[config.mk]
export PLATFORM = sky130hd
export DESIGN_NAME = ptmr_top
export DESIGN_NICKNAME = d
export VERILOG_FILES = /design/src/hdl/ptmr_pkg.sv /design/src/hdl/ptmr_top.sv /design/src/hdl/ptmr_edge.sv /design/src/hdl/ptmr_tick.sv
export SDC_FILE = /design/constraint.sdc
export NUM_CORES = 1
export LEC_CHECK = 0
export BUFFER_PORTS_ARGS = -buffer_cell sky130_fd_sc_hd__buf_2
export CAP_MARGIN = 20
export CORE_UTILIZATION = 25
export CTS_CLUSTER_SIZE = 12
export DETAILED_ROUTE_END_ITERATION = 16
export HOLD_SLACK_MARGIN = 0.08
export PLACE_DENSITY = 0.45
export SLEW_MARGIN = 30
export SYNTH_ARGS = -nofsm -noshare
export SYNTH_HDL_FRONTEND = slang
export SYNTH_SLANG_ARGS = --single-unit
[constraint.sdc]
create_clock -name CLK_SYS -period 5.8 [get_ports CLK_SYS]
set_input_delay 0.58 -clock CLK_SYS [delete_from_list [all_inputs] [get_ports CLK_SYS]]
set_output_delay 0.58 -clock CLK_SYS [all_outputs]
set_load 0.02 [all_outputs]
[src/hdl/ptmr_pkg.sv]
// Package with register map, field positions and clock codes of the periodic timer
package ptmr_pkg;
   localparam int PTMR_CNT_W = 10;
   localparam logic [7:0] PTMR_OFF_CTRL_A = 8'h00;
   localparam logic [7:0] PTMR_OFF_CTRL_B = 8'h04;
   localparam logic [7:0] PTMR_OFF_CNT_LO = 8'h08;
   localparam logic [7:0] PTMR_OFF_CNT_HI = 8'h0C;
   localparam logic [7:0] PTMR_OFF_CMPA_LO = 8'h10;
   localparam logic [7:0] PTMR_OFF_CMPA_HI = 8'h14;
   localparam logic [7:0] PTMR_OFF_CMPP_LO = 8'h18;
   localparam logic [7:0] PTMR_OFF_CMPP_HI = 8'h1C;
   localparam logic [7:0] PTMR_OFF_STATUS = 8'h20;
   localparam logic [7:0] PTMR_CTRL_A_RST = 8'h00;
   localparam logic [7:0] PTMR_CTRL_B_RST = 8'h00;
   localparam logic [7:0] PTMR_CTRL_A_MASK = 8'hF8;
   localparam int PTMR_PAUSE_BIT = 7;
   localparam int PTMR_CKSEL_LSB = 4;
   localparam int PTMR_RUN_BIT = 3;
   localparam int PTMR_MODE_LSB = 6;
   localparam int PTMR_IOF_LSB = 4;
   localparam int PTMR_OLVL_BIT = 3;
   localparam int PTMR_INV_BIT = 2;
   localparam int PTMR_CAPS_BIT = 1;
   localparam int PTMR_CLRS_BIT = 0;
   localparam logic [1:0] PTMR_MODE_CMP = 2'h0;
   localparam logic [1:0] PTMR_MODE_CAP = 2'h1;
   localparam logic [1:0] PTMR_MODE_PWM = 2'h2;
   localparam logic [1:0] PTMR_MODE_TMR = 2'h3;
   localparam logic [2:0] PTMR_CK_SYS4 = 3'h0;
   localparam logic [2:0] PTMR_CK_SYS = 3'h1;
   localparam logic [2:0] PTMR_CK_H16 = 3'h2;
   localparam logic [2:0] PTMR_CK_H64 = 3'h3;
   localparam logic [2:0] PTMR_CK_TBC = 3'h4;
   localparam logic [2:0] PTMR_CK_H = 3'h5;
   localparam logic [2:0] PTMR_CK_EXTR = 3'h6;
   localparam logic [2:0] PTMR_CK_EXTF = 3'h7;
   localparam int PTMR_DIV_SYS = 4;
   localparam int PTMR_DIV_H16 = 16;
   localparam int PTMR_DIV_H64 = 64;
endpackage

[src/hdl/ptmr_top.sv]
// Periodic 10-bit timer with two comparators behind an AHB-Lite register slave
`timescale 1ns/1ps
module ptmr_top (
   // System
   input wire logic CLK_SYS,
   input wire logic RST_B,
   // Internal clock strobes, one system cycle wide
   input wire logic HIGH_CLK_STB,
   input wire logic TBC_CLK_STB,
   // AHB-Lite slave
   input wire logic HSEL,
   input wire logic [31:0] HADDR,
   input wire logic [1:0] HTRANS,
   input wire logic HWRITE,
   input wire logic [2:0] HSIZE,
   input wire logic HREADY,
   input wire logic [31:0] HWDATA,
   output logic [31:0] HRDATA,
   output logic HREADYOUT,
   output logic HRESP,
   // Pins
   input wire logic EXT_CLOCK_PIN,
   input wire logic TIMER_IO_PIN_I,
   output logic TIMER_IO_PIN_O,
   output logic TIMER_IO_PIN_OE,
   // Events and compare-mode output hooks
   output logic MATCH_A_EVT,
   output logic MATCH_P_EVT,
   output logic CAPTURE_EVT
);
   import ptmr_pkg::*;
   localparam int W = PTMR_CNT_W;

   typedef struct packed {
      logic [7:0] ctrl_a;
      logic [7:0] ctrl_b;
      logic [W-1:0] cnt;
      logic [W-1:0] cmp_a;
      logic [W-1:0] cmp_p;
      logic run_prev;
      logic out_lvl;
      logic evt_a;
      logic evt_p;
      logic evt_cap;
      logic flag_a;
      logic flag_p;
      logic flag_cap;
      logic wr_pend;
      logic [7:0] wr_addr;
      logic [31:0] rdata;
   } ptmr_state_type;
   ptmr_state_type st_q, st_d;

   logic ext_rise, ext_fall, io_rise, io_fall;
   logic sys4_tick, h16_tick, h64_tick;
   logic tick, run, pause, ovf, match_a, match_p, do_clear, cap_trig;
   logic [2:0] cksel;
   logic [1:0] mode, iof;
   logic rd_req;
   logic [7:0] rd_addr;
   logic [31:0] rd_val;

   ptmr_edge u_ext_edge (
      .clk(CLK_SYS),
      .rst_b(RST_B),
      .pin(EXT_CLOCK_PIN),
      .rise(ext_rise),
      .fall(ext_fall)
   );
   ptmr_edge u_io_edge (
      .clk(CLK_SYS),
      .rst_b(RST_B),
      .pin(TIMER_IO_PIN_I),
      .rise(io_rise),
      .fall(io_fall)
   );
   ptmr_tick #(.DIV(PTMR_DIV_SYS)) u_div_sys (
      .clk(CLK_SYS),
      .rst_b(RST_B),
      .src(1'b1),
      .tick(sys4_tick)
   );
   ptmr_tick #(.DIV(PTMR_DIV_H16)) u_div_h16 (
      .clk(CLK_SYS),
      .rst_b(RST_B),
      .src(HIGH_CLK_STB),
      .tick(h16_tick)
   );
   ptmr_tick #(.DIV(PTMR_DIV_H64)) u_div_h64 (
      .clk(CLK_SYS),
      .rst_b(RST_B),
      .src(HIGH_CLK_STB),
      .tick(h64_tick)
   );

   assign pause = st_q.ctrl_a[PTMR_PAUSE_BIT];
   assign run = st_q.ctrl_a[PTMR_RUN_BIT];
   assign cksel = st_q.ctrl_a[PTMR_CKSEL_LSB +: 3];
   assign mode = st_q.ctrl_b[PTMR_MODE_LSB +: 2];
   assign iof = st_q.ctrl_b[PTMR_IOF_LSB +: 2];

   // Clock source select; external edges come through the synchroniser
   always_comb begin
      case (cksel)
         PTMR_CK_SYS4: tick = sys4_tick;
         PTMR_CK_SYS: tick = 1'b1;
         PTMR_CK_H16: tick = h16_tick;
         PTMR_CK_H64: tick = h64_tick;
         PTMR_CK_TBC: tick = TBC_CLK_STB;
         PTMR_CK_H: tick = HIGH_CLK_STB;
         PTMR_CK_EXTR: tick = ext_rise;
         PTMR_CK_EXTF: tick = ext_fall;
         default: tick = 1'b0;
      endcase
   end

   assign match_a = (st_q.cnt == st_q.cmp_a);
   assign match_p = (st_q.cnt == st_q.cmp_p);
   assign ovf = (st_q.cnt == {W{1'b1}});

   // Clear source; capture mode always clears on P
   always_comb begin
      // A zero P value means a full period; clearing on its match would pin the count at zero
      if (mode == PTMR_MODE_CAP) begin
         do_clear = (st_q.cmp_p == '0) ? ovf : match_p;
      end else if (st_q.ctrl_b[PTMR_CLRS_BIT] && mode != PTMR_MODE_PWM) begin
         do_clear = match_a;
      end else begin
         do_clear = (st_q.cmp_p == '0) ? ovf : match_p;
      end
   end

   // Capture trigger from selected pin and edge field
   always_comb begin
      logic r, f;
      r = st_q.ctrl_b[PTMR_CAPS_BIT] ? ext_rise : io_rise;
      f = st_q.ctrl_b[PTMR_CAPS_BIT] ? ext_fall : io_fall;
      case (iof)
         2'h0: cap_trig = r;
         2'h1: cap_trig = f;
         2'h2: cap_trig = r | f;
         default: cap_trig = 1'b0;
      endcase
      cap_trig = cap_trig && run && (mode == PTMR_MODE_CAP);
   end

   assign rd_req = HSEL && HREADY && HTRANS[1] && !HWRITE;
   assign rd_addr = HADDR[7:0];

   always_comb begin
      case (rd_addr)
         PTMR_OFF_CTRL_A: rd_val = {24'h000000, st_q.ctrl_a & PTMR_CTRL_A_MASK};
         PTMR_OFF_CTRL_B: rd_val = {24'h000000, st_q.ctrl_b};
         PTMR_OFF_CNT_LO: rd_val = {24'h000000, st_q.cnt[7:0]};
         PTMR_OFF_CNT_HI: rd_val = {30'h00000000, st_q.cnt[W-1:8]};
         PTMR_OFF_CMPA_LO: rd_val = {24'h000000, st_q.cmp_a[7:0]};
         PTMR_OFF_CMPA_HI: rd_val = {30'h00000000, st_q.cmp_a[W-1:8]};
         PTMR_OFF_CMPP_LO: rd_val = {24'h000000, st_q.cmp_p[7:0]};
         PTMR_OFF_CMPP_HI: rd_val = {30'h00000000, st_q.cmp_p[W-1:8]};
         PTMR_OFF_STATUS: rd_val = {29'h00000000, st_q.flag_cap, st_q.flag_p, st_q.flag_a};
         default: rd_val = 32'h00000000;
      endcase
   end

   always_comb begin
      st_d = st_q;
      st_d.evt_a = 1'b0;
      st_d.evt_p = 1'b0;
      st_d.evt_cap = 1'b0;
      st_d.run_prev = run;
      // Register writes land in the data phase
      st_d.wr_pend = HSEL && HREADY && HTRANS[1] && HWRITE;
      if (st_d.wr_pend) begin
         st_d.wr_addr = HADDR[7:0];
      end
      if (rd_req) begin
         st_d.rdata = rd_val;
      end
      if (st_q.wr_pend) begin
         case (st_q.wr_addr)
            PTMR_OFF_CTRL_A: st_d.ctrl_a = HWDATA[7:0] & PTMR_CTRL_A_MASK;
            PTMR_OFF_CTRL_B: st_d.ctrl_b = HWDATA[7:0];
            PTMR_OFF_CMPA_LO: st_d.cmp_a[7:0] = HWDATA[7:0];
            PTMR_OFF_CMPA_HI: st_d.cmp_a[W-1:8] = HWDATA[1:0];
            PTMR_OFF_CMPP_LO: st_d.cmp_p[7:0] = HWDATA[7:0];
            PTMR_OFF_CMPP_HI: st_d.cmp_p[W-1:8] = HWDATA[1:0];
            // Write one to clear; a new event in the same cycle wins below
            PTMR_OFF_STATUS: begin
               st_d.flag_a = st_q.flag_a & ~HWDATA[0];
               st_d.flag_p = st_q.flag_p & ~HWDATA[1];
               st_d.flag_cap = st_q.flag_cap & ~HWDATA[2];
            end
            default: ;
         endcase
      end
      // Counter: no software load path exists; a run rising edge or the selected clear source zeroes it
      if (run && !st_q.run_prev) begin
         st_d.cnt = '0;
         st_d.out_lvl = st_q.ctrl_b[PTMR_OLVL_BIT];
      end else if (run && !pause && tick) begin
         st_d.evt_a = match_a;
         st_d.evt_p = match_p && !(st_q.ctrl_b[PTMR_CLRS_BIT] && mode != PTMR_MODE_CAP);
         if (do_clear) begin
            st_d.cnt = '0;
         end else begin
            st_d.cnt = W'(st_q.cnt + 1'b1);
         end
         if (match_a && mode == PTMR_MODE_CMP) begin
            case (iof)
               2'h1: st_d.out_lvl = 1'b0;
               2'h2: st_d.out_lvl = 1'b1;
               2'h3: st_d.out_lvl = ~st_q.out_lvl;
               default: ;
            endcase
         end
      end
      if (cap_trig) begin
         st_d.cmp_a = st_q.cnt;
         st_d.evt_cap = 1'b1;
      end
      if (st_d.evt_a) begin
         st_d.flag_a = 1'b1;
      end
      if (st_d.evt_p) begin
         st_d.flag_p = 1'b1;
      end
      if (st_d.evt_cap) begin
         st_d.flag_cap = 1'b1;
      end
   end

   always_ff @(posedge CLK_SYS or negedge RST_B) begin
      if (!RST_B) begin
         st_q <= '0;
      end else begin
         st_q <= st_d;
      end
   end

   assign HRDATA = st_q.rdata;
   assign HREADYOUT = 1'b1;
   assign HRESP = 1'b0;
   assign MATCH_A_EVT = st_q.evt_a;
   assign MATCH_P_EVT = st_q.evt_p;
   assign CAPTURE_EVT = st_q.evt_cap;
   // Mode decode; PWM and single pulse waveforms are not built here, pin only tracks level
   assign TIMER_IO_PIN_OE = run && (mode == PTMR_MODE_CMP || mode == PTMR_MODE_PWM);
   assign TIMER_IO_PIN_O = TIMER_IO_PIN_OE && (st_q.out_lvl ^ st_q.ctrl_b[PTMR_INV_BIT]);

   run_clear_a: assert property (@(posedge CLK_SYS) disable iff (!RST_B)
      $rose(run) |=> st_q.cnt == '0) else $error("counter not cleared on run");
   hold_stop_a: assert property (@(posedge CLK_SYS) disable iff (!RST_B)
      (!run && !st_q.run_prev) |=> $stable(st_q.cnt)) else $error("counter moved while stopped");
   hold_pause_a: assert property (@(posedge CLK_SYS) disable iff (!RST_B)
      (pause && run && st_q.run_prev && !cap_trig) |=> st_q.cnt == $past(st_q.cnt))
      else $error("counter moved while paused");
   count_up_a: assert property (@(posedge CLK_SYS) disable iff (!RST_B)
      (run && st_q.run_prev && !pause && tick && !do_clear) |=> st_q.cnt == W'($past(st_q.cnt) + 1'b1))
      else $error("counter did not advance");
   clear_match_a: assert property (@(posedge CLK_SYS) disable iff (!RST_B)
      (run && st_q.run_prev && !pause && tick && do_clear) |=> st_q.cnt == '0)
      else $error("counter not cleared on match");
   pin_free_a: assert property (@(posedge CLK_SYS) disable iff (!RST_B)
      mode == PTMR_MODE_TMR |-> !TIMER_IO_PIN_OE) else $error("pin driven in timer mode");
   init_lvl_a: assert property (@(posedge CLK_SYS) disable iff (!RST_B)
      ($rose(run) && mode == PTMR_MODE_CMP) |=> st_q.out_lvl == $past(st_q.ctrl_b[PTMR_OLVL_BIT]))
      else $error("initial level not loaded");
   flag_a_a: assert property (@(posedge CLK_SYS) disable iff (!RST_B)
      st_q.evt_a |-> st_q.flag_a) else $error("match flag lost");
   hi_zero_a: assert property (@(posedge CLK_SYS) disable iff (!RST_B)
      (rd_req && rd_addr == PTMR_OFF_CNT_HI) |=> HRDATA[31:2] == '0) else $error("high bits not zero");

   run_c: cover property (@(posedge CLK_SYS) disable iff (!RST_B) $rose(run));
   match_c: cover property (@(posedge CLK_SYS) disable iff (!RST_B) st_q.evt_a);
   ovf_c: cover property (@(posedge CLK_SYS) disable iff (!RST_B) run && tick && ovf);
   cap_c: cover property (@(posedge CLK_SYS) disable iff (!RST_B) st_q.evt_cap);
endmodule

[src/hdl/ptmr_edge.sv]
// Two-flop synchroniser with rising and falling edge pulses for one pin
`timescale 1ns/1ps
module ptmr_edge (
   // Clock and reset
   input wire logic clk,
   input wire logic rst_b,
   // Pin and edge pulses
   input wire logic pin,
   output logic rise,
   output logic fall
);
   import ptmr_pkg::*;
   typedef struct packed {
      logic s1;
      logic s2;
      logic s3;
   } ptmr_edge_type;
   ptmr_edge_type st_q, st_d;

   always_comb begin
      st_d = st_q;
      st_d.s1 = pin;
      st_d.s2 = st_q.s1;
      st_d.s3 = st_q.s2;
   end

   always_ff @(posedge clk or negedge rst_b) begin
      if (!rst_b) begin
         st_q <= '0;
      end else begin
         st_q <= st_d;
      end
   end

   // Edges come from the second and third flops only; the first may be metastable
   assign rise = st_q.s2 & ~st_q.s3;
   assign fall = ~st_q.s2 & st_q.s3;
endmodule

[src/hdl/ptmr_tick.sv]
// Prescaler that turns a clock-rate strobe into ticks at a divided rate
`timescale 1ns/1ps
module ptmr_tick #(
   parameter int DIV = 4
) (
   // Clock and reset
   input wire logic clk,
   input wire logic rst_b,
   // Source strobe and divided tick
   input wire logic src,
   output logic tick
);
   import ptmr_pkg::*;
   localparam int CW = (DIV > 1) ? $clog2(DIV) : 1;
   localparam logic [CW-1:0] LAST = CW'(DIV - 1);
   typedef struct packed {
      logic [CW-1:0] cnt;
   } ptmr_tick_type;
   ptmr_tick_type st_q, st_d;

   if (DIV < 1) begin : g_div_check
      $error("ptmr_tick: DIV must be at least 1");
   end

   always_comb begin
      st_d = st_q;
      if (src) begin
         st_d.cnt = (st_q.cnt == LAST) ? '0 : CW'(st_q.cnt + 1'b1);
      end
   end

   always_ff @(posedge clk or negedge rst_b) begin
      if (!rst_b) begin
         st_q <= '0;
      end else begin
         st_q <= st_d;
      end
   end

   assign tick = src & (st_q.cnt == LAST);
endmodule

**After elaboration in Yosys (flattened, before gate mapping)**

Cells that the tools add are included.

- Order comparisons: 0
- Shift operators: 0
- $add $sub $neg: 4
- Div/mod/pow operators: 0
- Bitwise logic cells: 19
- Mux-type cells: 31
- Reductions and logical operators: 48
- Multiply operators: 0
- Eq/ne operators: 34

Operators with widths:

| kind | number |
|---|---|
| 8-bit case mux with 9 select lines | 1 |
| 8-bit by 5-bit == test with 1-bit output, second input constant | 8 |
| 10-bit two-way mux | 4 |
| 2-bit nonzero test | 11 |
| 10-bit == test | 2 |
| 20-bit two-way mux | 1 |
| 2-bit AND reduction | 9 |
| 8-bit by 3-bit == test with 1-bit output, second input constant | 2 |
| 8-bit by 4-bit == test with 1-bit output, second input constant | 2 |
| 8-bit by 6-bit == test with 1-bit output, second input constant | 2 |
| 8-bit zero test | 2 |
| 8-bit two-way mux | 2 |
| 1-bit logical AND | 15 |
| 3-bit == test, second input constant | 4 |
| 1-bit two-way mux | 11 |
| 10-bit by 1-bit adder with 10-bit output, second input constant | 1 |
| 10-bit == test, second input constant | 1 |
| 10-bit zero test | 1 |
| 1-bit AND | 9 |
| 3-bit two-way mux | 3 |
| 2-bit == test, second input constant | 4 |
| 2-bit two-way mux | 4 |
| 1-bit inverter | 8 |
| 1-bit case mux with 8 select lines | 1 |
| other kinds (21) | 28 |

- Memory bits (read-only): 0
- Bits in latches: 0
- Memories kept: 0
- Register bits: 110
- Word-level logic and storage cells: 163
- Memory bits (writable): 0
- Bits of input ports: 78
- Output and inout port bits: 39

**Logic depth before layout (Yosys ltp)**

Gate-level depths: netlist of run 1.

- Depth in word-level cells: 10
- Depth in mapped cells: 8
- Mapped depth without buffers: 7

**Modules after synthesis**

A second synthesis of run 1 with hierarchy kept.

- Cell total of the unflattened synthesis: 479
- Area, all modules: 4,825.9 um2

Modules (own cells, without submodules):

| module | area each (um2) | cells each | seq. area each (um2) | times used |
|---|---|---|---|---|
| ptmr_top | 4,073.9 | 422 | 1,701.6 | 1 |
| ptmr_tick (u_div_h64) | 276.5 | 24 | 150.1 | 1 |
| ptmr_tick (u_div_h16) | 193.9 | 16 | 100.1 | 1 |
| ptmr_edge | 90.1 | 5 | 75.1 | 2 |
| ptmr_tick (u_div_sys) | 101.3 | 7 | 50.0 | 1 |

**Least setup slack after synthesis of run 1**

No wires, ideal clock.

- Path type: input -> register
- Start: in HIGH_CLK_STB
- End: reg st_q[72] (netlist bit)
- Data required time: 5.673 ns
- Data arrival time: 1.899 ns
- Library setup time: 0.127 ns
- Buffers on the path: 0
- Path slack: 3.775 ns
- Cell stages on the path: 6
- Path through: and3_1 > and4_4 > a21oi_2 > or4_4 > nor2_4 > nor3_1

- Word-level cells in the longest chain between the ends: 4
- Elaborated cells between the ends (all ways): 5
- Those cells by class: 1 x mux; 2 x bitwise; 2 x reduce/logical

Ends and longest elaborated chain:

| element | line | RTL |
|---|---|---|
| start, declared | ptmr_top.sv:8 | `input wire logic HIGH_CLK_STB,` |
| 1-bit AND | ptmr_tick.sv:40 | `assign tick = src & (st_q.cnt == LAST);` |
| 1-bit case mux with 8 select lines (*) | ptmr_top.sv:104 | `case (cksel)` |
| 1-bit logical AND (*) | ptmr_top.sv:200 | `end else if (run && !pause && tick) begin` |
| 2-bit nonzero test (no line) (*) | - |  |
| end signal, assigned | ptmr_top.sv:236 | `st_q <= st_d;` |
| end, declared | ptmr_top.sv:52 | `ptmr_state_type st_q, st_d;` |

Mark *: on every way between the ends. The rest lies on a longest branch, timed or not.
A chain may end at the register's enable or synchronous reset.

**Final worst setup path of run 1**

- Start: reg st_q[74] (netlist bit)
- End: reg st_q[78] (netlist bit)

- Word-level cells in the longest chain between the ends: 7
- Elaborated cells between the ends (all ways): 10
- Those cells by class: 1 x add/sub; 3 x eq/ne; 6 x mux

Ends and longest elaborated chain:

| element | line | RTL |
|---|---|---|
| parallel branches: the longest is 4 deep, another holds 10-bit by 1-bit adder with 10-bit output | - |  |
| 10-bit two-way mux (*) | ptmr_top.sv:203 | `if (do_clear) begin` |
| 10-bit two-way mux (*) | ptmr_top.sv:200 |  |
| 10-bit two-way mux (*) | ptmr_top.sv:197 | `if (run && !st_q.run_prev) begin` |

Every way passes the cells marked *. The select of a mux whose other input is x is not followed.

==> impl_metrics.csv, run 1 <==
group,metric,value,unit
outcome,outcome,"finished, final reports clean",
setup_path,worstSetupEndpointType,"flop",
grt,grt_pass1_wl,20.2,mm
floorplanning,start_util,0.257,
synth,synthCells,494,
power_and_ir_drop,p_clk_frac,0.286,
floorplanning,floorplan.die_area,20000,um^2
drt,dr.pass1.iters,4,
power_and_ir_drop,leakage,2.34,nW
grt,groute.usage.overall,0.134,
worst_hold_path,holdCritPathClass,"in2reg",
setup_path,arrival,2810,ps
cells_and_area,diodes,0,
sta,rsz0062_at_grt,"false",
power_and_ir_drop,combPwrFrac,0.255,
setup_path,worstSetupPathType,"reg2reg",
power_and_ir_drop,p_int,1.28,mW
place,hpwl,9.12,mm
power_and_ir_drop,sw_frac_of_total,0.352,
sta,finalHoldViolCount,0,
drt,vias,3638,
sta,finClkSkew,7.04,ps
place,dp_cells,762,
place,portBuffers,38,
floorplanning,num_rows,50,
drt,drt_iter0_drc,219,
cells_and_area,utilization,0.287,
setup_path,crit_required,6030,ps
floorplanning,core_area,18900,um^2
cells_and_area,stdcell_count,780,
cells_and_area,fillCellCount,1994,
synth,ys_warn_count,0,
grt,antenna_found_initial,0,
power_and_ir_drop,power-per-cell-area,364,nW/um^2
grt,overflow,0,
power_and_ir_drop,p_seq_frac,0.459,
grt,grt_max_degree,86,
synth,synth_edf_count,0,
sta,setup_tns,0,ps
setup_path,start_kind,"flop",
synth,syn-cell-area,4860,um^2
clock_network,clk-insertion-delay-late,360,ps
sta,maxSlewHeadroom,0.340,
sta,maxSlewViolCount,0,
setup_path,timing.rr.start,"st_q[74]$_DFFE_PN0P_",
setup_path,critPathMaxFanout,11,
cells_and_area,final_nets,601,
synth,syn-mean-instance-area,9.85,um^2
clock_network,cts_buffers,9,
setup_path,critPathLaunch,"st_q[74]$_DFFE_PN0P_",
drt,wl_per_cell,16.0,um
drt,drcViolationCount,0,
synth,synth_cell_types,59,
place,place.gp.congestion,0.816,
power_and_ir_drop,p_switching,0.695,mW
sta,fin_crit,2580,ps
clock_network,cts-resized-gates,0,
sta,setup_viol,0,
flow_run,cap_violations,0,
clock_network,path_clk_slew,70,ps
grt,first_global_vias,3592,
power_and_ir_drop,ir_worst_vdd,0.155,mV
synth,ys_ff_latch,86,
floorplanning,die_h,141,um
cells_and_area,layout-drive-gt1-share,0.190,
synth,async_flop_share,1.00,
drt,drt_wl_total,12.5,mm
drt,via_per_inst,4.66,
synth,seq_area_frac_synth,0.442,
worst_hold_path,min_from,"EXT_CLOCK_PIN",
cells_and_area,syn2layout_area_growth,11.6,%
clock_network,htreeDepth,3,
sta,finalCritPeriodShare,0.444,
floorplanning,pin_count,117,
synth,synth_top_flop_cell,"dfrtp_1",
sta,fmax,0.388,GHz
clock_network,cts_tree,"done",
clock_network,postCtsSetupBuffers,0,
floorplanning,die_w,141,um
clock_network,cts.sinks,86,
clock_network,cts_buffer_depth,2,
sta,max_slew.worst_pin.slew,981,ps
drt,ant_nets,0,
clock_network,cts_root_buf,"clkbuf_16",
==> cell families (layout without fill, tap and decap cells) <==
family / after synthesis / in the layout / share of synthesized area
compound gates: 86 / 86 / 0.112
xor+xnor: 26 / 26 / 0.0468
fa+ha+maj: 8 / 8 / 0.0206
buf+inv: 64 / 66 / 0.0818
flops: 86 / 86 / 0.442
mux: 40 / 40 / 0.0892
other cells: 2 / 26 / 0.00154
simple gates: 182 / 182 / 0.206
==> repair_timing <==
| action | in CTS | in global routing |
|---|---|---|
| setup endpoints to repair | 0 | 0 |
| hold endpoints to repair | 1 | 0 |
| hold buffers | 1 | 0 |
==> per-layer routing <==
layer / routed length (um) / vias to the layer above / global-route usage
li1: - / 1731 / -
met1: 6120 / 1779 / 0.197
met2: 5400 / 114 / 0.192
met3: 741 / 14 / 0.0267
met4: 231 / 0 / 0.0526
met5: 0 / - / 0
==> state kept, by name, summed over array words and instances (netlist names), 3 cells and up <==
name,flops
cksel,3
st_q,48
u_div_h64.st_q,6
HRDATA,8
u_div_h16.st_q,4
==> critical path: stages (launching register included) <==
cell,delay [ps]
dfrtp_1,610
xnor2_1,170
nand4_1,130
nor4_1,820
o22ai_2,360
a41oi_1,270
o21ai_0,100
==> placed cells by master, fill, tap and decap left out, types with 3 or more instances in the layout <==
cell / synthesis / final
dfrtp_1: 86 / 86
nand2_1: 67 / 67
buf_2: 9 / 37
nor2_1: 26 / 26
mux2_2: 26 / 26
conb_1: 2 / 26
o21ai_0: 23 / 23
xnor2_1: 23 / 23
a21oi_1: 20 / 20
mux2i_1: 13 / 13
a22oi_1: 13 / 13
nand4_1: 10 / 10
and3_1: 9 / 9
nand3_1: 9 / 9
a31oi_1: 9 / 9
clkbuf_16: 0 / 9
nand2b_1: 8 / 8
nor2b_1: 8 / 8
ha_1: 8 / 8
inv_1: 7 / 7
nor4_1: 6 / 6
nor3_1: 6 / 6
a21o_1: 5 / 5
o22ai_1: 4 / 4
nand4b_1: 4 / 4
and2_1: 4 / 4
nor3_2: 4 / 4
xor2_1: 3 / 3
buf_4: 37 / 3
==> path summary, 6_finish.rpt <==
path / end / slack, ps / depth (start not counted)
max in group asynchronous: u_div_h64.st_q[3]$_DFFE_PN0P_ / 4310 / 3
hold reg to reg: u_io_edge.st_d[0]$_DFF_PN0_ / 350 / 0
hold / removal: u_ext_edge.st_d[1]$_DFF_PN0_ / 330 / 1
min in group asynchronous: CAPTURE_EVT$_DFF_PN0_ / 540 / 2
setup reg to reg: st_q[78]$_DFFE_PN0P_ / 3220 / 6
setup / recovery: st_q[78]$_DFFE_PN0P_ / 3220 / 6
==> synth_stat cells, drive strengths merged, types with 2 or more instances <==
cell type / n / area (um^2)
dfrtp: 86 / 2150
nand2: 67 / 251
buf: 47 / 334
mux2: 27 / 304
nor2: 27 / 109
o21ai: 25 / 125
xnor2: 23 / 201
a21oi: 21 / 109
a22oi: 13 / 97.6
mux2i: 13 / 130
nand4: 10 / 62.6
nor3: 10 / 70.1
a31oi: 9 / 56.3
and3: 9 / 56.3
clkbuf: 9 / 33.8
nand3: 9 / 45.0
ha: 8 / 100
nand2b: 8 / 50.1
nor2b: 8 / 50.1
nor4: 8 / 71.3
inv: 7 / 26.3
a21o: 5 / 37.5
o22ai: 5 / 37.5
and2: 4 / 25.0
nand4b: 4 / 35.0
nor4b: 4 / 47.6
and4: 3 / 28.8
or4: 3 / 30.0
xor2: 3 / 26.3
conb: 2 / 7.51
nand3b: 2 / 15.0
==> area by class of cell <==
class	instances	area, um^2	area share
Timing Repair Buffer	42	229	0.0422
Sequential cell	86	2150	0.396
Clock buffer	11	253	0.0466
Clock inverter	5	33.8	0.00622
Inverter	8	30.0	0.00553
Multi-Input combinational cell	368	2400	0.443
Tap cell	260	325	0.0599
==> power groups by stage <==
stage | registers, mW | logic, mW | clock network, mW
2_1_floorplan | 0.835 | 0.447 | 0
3_3_place_gp | 0.910 | 0.486 | 0
3_5_place_dp | 0.916 | 0.501 | 0
4_1_cts | 0.906 | 0.504 | 0.580
5_1_grt | 0.930 | 0.570 | 0.603
6_report | 0.907 | 0.504 | 0.565
==> per-stage QoR <==
step | instance area, um^2 | hold slack [ps] | setup slack [ps] | power, mW
final | 5430 | 325 | 3220 | 1.98
after global routing | 5430 | 321 | 3120 | 2.10
after CTS | 5420 | 318 | 3190 | 1.99
after detailed placement | 5120 | 341 | 2910 | 1.42
after global placement | 5120 | 343 | 2930 | 1.40
after floorplan | 4950 | 284 | 3770 | 1.28
Power figures use the tool's default switching activity.
==> run 2, diff against run 1 <==
--- a/config.mk
+++ b/config.mk
@@ -11,7 +11,7 @@
 export CTS_CLUSTER_SIZE = 12
 export DETAILED_ROUTE_END_ITERATION = 16
 export HOLD_SLACK_MARGIN = 0.08
-export PLACE_DENSITY = 0.45
+export PLACE_DENSITY = 0.47
 export SLEW_MARGIN = 30
 export SYNTH_ARGS = -nofsm -noshare
 export SYNTH_HDL_FRONTEND = slang
==> constraint.sdc (replaced) <==
create_clock -name CLK_SYS -period 2.1 [get_ports CLK_SYS]
set_input_delay 0.21 -clock CLK_SYS [delete_from_list [all_inputs] [get_ports CLK_SYS]]
set_output_delay 0.21 -clock CLK_SYS [all_outputs]
set_load 0.02 [all_outputs]
==> run 2 against run 1 <==
Against the previous run: combinational power rose to 3.1 times the previous value; first-iteration DRC count fell by 30%; via count rose by 3.4%; worst hold slack got worse by 190 ps; maximum frequency rose by 28%; register-to-register slack got worse by 3100 ps; cell count rose by 4.0%; critical path depth rose by 1; global-route usage rose by 0.14 points; largest power group unchanged.
==> impl_metrics.csv, run 2 (synthesis gave the netlist of run 1 again) <==
group,metric,value,unit
clock_network,cts_tree,"done",
clock_network,cts_root_buf,"clkbuf_16",
flow_run,cap_violations,0,
clock_network,cts_buffer_depth,2,
sta,finalCritPeriodShare,0.955,
floorplanning,pin_count,117,
cells_and_area,regMostFlops,"st_q",
sta,finClkSkew,7.28,ps
drt,wl_met1,6.22,mm
floorplanning,core_area,18900,um^2
drt,top_layer,"met4",
place,hpwl,9.58,mm
grt,overflow,0,
sta,setup_viol,0,
drt,via_per_inst,4.64,
setup_path,crit_required,2340,ps
clock_network,cts_buffers,9,
grt,groute.usage.overall,0.135,
cells_and_area,fillCellCount,2000,
cells_and_area,diodes,0,
drt,wl_met2,5.66,mm
drt,drt_iter0_drc,154,
drt,vias,3762,
outcome,outcome,"finished, final reports clean",
power_and_ir_drop,ir_worst_vdd,0.650,mV
clock_network,htreeDepth,3,
drt,drt_wl_total,12.8,mm
clock_network,path_clk_slew,70,ps
setup_path,critPathMaxFanout,5,
sta,max_slew.worst_pin.slew,689,ps
sta,fmax,0.498,GHz
floorplanning,die_w,141,um
place,dp_cells,791,
setup_path,start_kind,"flop",
cells_and_area,final_common_cell,"dfrtp_1",
sta,fin_crit,2010,ps
power_and_ir_drop,leakage,2.52,nW
clock_network,clk-insertion-delay-late,350,ps
cells_and_area,mostFrequentLayoutCells,"dfrtp_1, nand2_1, buf_2, buf_4",
cells_and_area,final_nets,632,
grt,first_global_vias,3853,
drt,ant_nets,0,
sta,maxSlewHeadroom,0.541,
drt,drcViolationCount,0,
drt,dr.pass1.iters,4,
sta,setup_tns,0,ps
floorplanning,die_h,141,um
floorplanning,floorplan.die_area,20000,um^2
drt,wl_met3,611,um
setup_path,worstSetupEndpointType,"flop",
floorplanning,num_rows,50,
sta,finalHoldViolCount,0,
cells_and_area,stdcell_count,811,
grt,antenna_found_initial,0,
sta,rsz0062_at_grt,"false",
power_and_ir_drop,power-per-cell-area,1020,nW/um^2
setup_path,reg2reg_slack,90,ps
cells_and_area,largest_reg_flops,48,
worst_hold_path,holdCritPathClass,"in2reg",
setup_path,arrival,2240,ps
clock_network,cts.sinks,86,
cells_and_area,syn2layout_area_growth,18.1,%
grt,grt_max_degree,50,
cells_and_area,layout-drive-gt1-share,0.241,
setup_path,worstSetupPathType,"reg2reg",
floorplanning,start_util,0.257,
drt,wl_per_cell,15.8,um
sta,maxSlewViolCount,0,
place,portBuffers,38,
grt,grt_pass1_wl,20.7,mm
place,place.gp.congestion,0.829,
-- run 2: cell count changes in the layout (fill, tap and decap cells not counted), moves of 2 or more --
cell,before,now
buf_4,3,30
dfrtp_2,0,5
dfrtp_1,86,81
clkinv_2,2,0
buf_12,0,2
dlygate4sd3_1,1,3
bufinv_16,0,2
-- run 2: power by group --
part | switching (mW) | total (mW) | internal (mW)
registers | 0.460 | 2.48 | 2.02
clock network | 0.703 | 1.79 | 1.08
logic | 0.805 | 1.57 | 0.765
total | 1.97 | 5.84 | 3.87
-- run 2: per-stage QoR --
stage	utilization	hold WS [ps]	cell area, um^2	setup WS (ps)	total power, mW
detailed placement	0.284	307	5360	-15.6	4.03
global route	0.304	153	5740	2.32	6.20
finish	0.304	132	5740	93.9	5.84
CTS	0.303	127	5730	29.8	5.86
floorplan	-	-85.6	4950	141	3.54
global placement	0.284	295	5360	40.4	3.97
-- run 2: cell type report --
cell class | count | area, um^2 | share of cell area
Multi-Input combinational cell | 368 | 2400 | 0.419
Tap cell | 260 | 325 | 0.0566
Timing Repair Buffer | 73 | 492 | 0.0856
Clock buffer | 10 | 239 | 0.0416
Sequential cell | 86 | 2160 | 0.376
Inverter | 8 | 30.0 | 0.00523
Clock inverter | 6 | 93.8 | 0.0163
-- run 2: critical path, stage by stage, from the launching register on --
cell and delay [ps]:
dfrtp_1 360, ha_1 170, and3_1 200, and4_4 260
a21oi_2 80, or4_4 490, nor2_4 230, nor3_1 100
-- run 2: repair_timing --
action / 4_1_cts / 5_1_grt
endpoints found under the setup margin: 7 / 12
pin swaps: 2 / 3
hold buffers: 3 / 0
setup buffers: 0 / 0
resized for setup: 1 / 7
endpoints found under the hold margin: 48 / 0
cloned: 0 / 1
-- run 2: layer usage --
metal / global-route usage / up-vias
met4: 0.0526 / 0
met3: 0.0321 / 21
met1: 0.184 / 1855
met5: 0 / -
met2: 0.208 / 101
li1: - / 1785
-- run 2: final timing paths --
| check | from | end | depth (start not counted) |
|---|---|---|---|
| max reg2reg | u_div_h64.st_q[0]$_DFFE_PN0P_ | st_q[72]$_DFFE_PN0P_ | 7 |
| max | u_div_h64.st_q[0]$_DFFE_PN0P_ | st_q[72]$_DFFE_PN0P_ | 7 |
| min | HADDR[0] | st_q[32]$_DFFE_PN0P_ | 3 |
| min reg2reg | u_ext_edge.st_d[1]$_DFF_PN0_ | u_ext_edge.st_d[0]$_DFF_PN0_ | 0 |
| min in group asynchronous | RST_B | HRDATA[1]$_DFFE_PN0P_ | 2 |
| max in group asynchronous | RST_B | mode[0]$_DFFE_PN0P_ | 3 |
==> run 3, diff against run 2 <==
--- a/config.mk
+++ b/config.mk
@@ -5,7 +5,7 @@
 export SDC_FILE = /design/constraint.sdc
 export NUM_CORES = 1
 export LEC_CHECK = 0
-export BUFFER_PORTS_ARGS = -buffer_cell sky130_fd_sc_hd__buf_2
+export BUFFER_PORTS_ARGS = -buffer_cell sky130_fd_sc_hd__buf_4
 export CAP_MARGIN = 20
 export CORE_UTILIZATION = 25
 export CTS_CLUSTER_SIZE = 12
==> run 3 against run 2 <==
Against the previous run: clock skew decreased by 2.0 ps; worst hold slack got worse by 28 ps; non-clock buffer count decreased by 6; utilization increased by 0.19 points; combinational power about the same; clock power decreased by 7%; sequential power about the same.
==> impl_metrics.csv, run 3 (synthesis gave the netlist of run 1 again) <==
group,metric,value,unit
clock_network,cts_buffer_depth,2,
clock_network,cts_tree,"done",
clock_network,postCtsSetupBuffers,0,
power_and_ir_drop,p_seq_frac,0.435,
sta,finClkSkew,5.29,ps
drt,wl_met2,5.77,mm
sta,setup_viol,0,
drt,wl_per_cell,15.9,um
sta,max_slew.worst_pin.slew,707,ps
power_and_ir_drop,leakage,2.50,nW
grt,groute.usage.overall,0.134,
setup_path,arrival,2260,ps
setup_path,cp_cell_sequence,"ha_1, and3_1, nand4_1, o21ai_0, o22ai_2, nand3_1, o22ai_1",
floorplanning,die_w,141,um
clock_network,cts.sinks,86,
place,dp_cells,785,
sta,setup_ws,110,ps
power_and_ir_drop,p_clk_frac,0.292,
setup_path,worstSetupEndpointType,"flop",
floorplanning,floorplan.die_area,20000,um^2
setup_path,critPathMaxFanout,8,
drt,ant_nets,0,
grt,first_global_vias,3727,
setup_path,reg2reg_to,"st_q[69]$_DFFE_PN0P_",
place,portBuffers,38,
drt,via_per_inst,4.64,
setup_path,reg2reg_slack,110,ps
floorplanning,num_rows,50,
floorplanning,core_area,18900,um^2
drt,drt_iter0_drc,222,
grt,grt_max_degree,40,
sta,fin_crit,1990,ps
flow_run,cap_violations,0,
sta,rsz0062_at_grt,"false",
place,dp_worst_setup_slack,-13.3,ps
clock_network,path_clk_slew,70,ps
clock_network,htreeDepth,3,
grt,antenna_found_initial,0,
setup_path,start_kind,"flop",
power_and_ir_drop,power-per-cell-area,991,nW/um^2
sta,finalCritPeriodShare,0.947,
cells_and_area,diodes,0,
cells_and_area,mostFrequentLayoutCells,"dfrtp_1, nand2_1, buf_4",
setup_path,cp_slowest_cell,"dfrtp_2",
setup_path,critPathLaunch,"st_q[69]$_DFFE_PN0P_",
setup_path,slowest_delay,490,ps
cells_and_area,layout-drive-gt1-share,0.235,
setup_path,timing.rr.start,"st_q[69]$_DFFE_PN0P_",
power_and_ir_drop,finalPower,5.72,mW
grt,grt_pass1_wl,20.4,mm
sta,maxSlewHeadroom,0.522,
power_and_ir_drop,ir_worst_vdd,0.760,mV
drt,vias,3737,
cells_and_area,largest_reg_flops,48,
setup_path,endpoint,"st_q[69]$_DFFE_PN0P_",
cells_and_area,final_nets,626,
sta,whs,105,ps
place,place.gp.congestion,0.831,
sta,finalHoldViolCount,0,
clock_network,clk-insertion-delay-late,350,ps
power_and_ir_drop,sw_frac_of_total,0.345,
floorplanning,pin_count,117,
drt,drcViolationCount,0,
setup_path,worstSetupPathType,"reg2reg",
cells_and_area,fillCellCount,2005,
cells_and_area,stdcell_count,805,
power_and_ir_drop,p_switching,1.98,mW
drt,wl_met1,6.14,mm
floorplanning,start_util,0.257,
cells_and_area,design_area,5780,um^2
drt,drt_wl_total,12.8,mm
power_and_ir_drop,p_int,3.75,mW
drt,dr.pass1.iters,4,
place,post_dp_cell_area,5410,um^2
worst_hold_path,holdCritPathClass,"in2reg",
cells_and_area,regMostFlops,"st_q",
sta,fmax,0.503,GHz
drt,top_layer,"met4",
grt,overflow,0,
clock_network,cts_root_buf,"clkbuf_16",
floorplanning,die_h,141,um
outcome,outcome,"finished, final reports clean",
drt,wl_met3,712,um
cells_and_area,syn2layout_area_growth,18.8,%
cells_and_area,final_common_cell,"dfrtp_1",
setup_path,crit_required,2370,ps
setup_path,worst_r2r_path_depth,7,
place,hpwl,9.52,mm
power_and_ir_drop,combPwrFrac,0.273,
sta,maxSlewViolCount,0,
clock_network,cts_buffers,9,
[run 3: worst max-delay path, delay by kind of cell (launching register included)]
family,cells,cell delay [ps]
AO/OA/AOI/OAI,3,630
adder cells (fa/ha/maj),1,290
flip-flops,1,490
AND/OR/NAND/NOR,3,490
[run 3: final cells by class]
class / count / area (um^2) / area share
clock buffers: 10 / 239 / 0.0414
inverters: 8 / 30.0 / 0.00520
clock inverters: 6 / 68.8 / 0.0119
multi-input cells: 368 / 2420 / 0.419
well taps: 260 / 325 / 0.0563
flip-flops and latches: 86 / 2160 / 0.373
repair buffers: 67 / 539 / 0.0933
[run 3: worst min path at each step]
stage / from / to / slack, ps / depth (start not counted)
final: HADDR[0] / st_q[32]$_DFFE_PN0P_ / 100 / 3
after global routing: HADDR[0] / st_q[32]$_DFFE_PN0P_ / 110 / 3
after CTS: HADDR[0] / st_q[32]$_DFFE_PN0P_ / 90 / 3
after detailed placement: RST_B / HRDATA[0]$_DFFE_PN0P_ / 240 / 1
after global placement: RST_B / st_q[43]$_DFFE_PN0P_ / 230 / 1
after floorplan: RST_B / CAPTURE_EVT$_DFF_PN0_ / -90 / 0
[run 3: per-stage QoR]
| stage | util | setup TNS, ps |
|---|---|---|
| 3_5_place_dp | 0.286 | -15.3 |
| 4_1_cts | 0.304 | 0 |
| 6_report | 0.306 | 0 |
| 2_1_floorplan | - | 0 |
| 5_1_grt | 0.306 | 0 |
| 3_3_place_gp | 0.286 | 0 |
[run 3: power groups by stage]
stage	Clock, mW	Sequential, mW	Combinational (mW)
after global placement	0	2.49	1.47
after CTS	1.73	2.48	1.54
after detailed placement	0	2.51	1.51
final	1.67	2.49	1.56
after global routing	1.78	2.54	1.74
after floorplan	0	2.31	1.24
[run 3: per-layer routing]
metal  vias to the layer above  GRT usage
li1                       1779          -
met1                      1828      0.182
met2                       116      0.208
met3                        14     0.0381
met4                         0     0.0390
met5                         -          0
[run 3: timing repair]
action	4_1_cts	5_1_grt
gates cloned	0	1
gates resized for setup	1	7
pin swaps	2	2
hold buffers	3	0
setup endpoints to repair	7	13
endpoints found under the hold margin	39	0
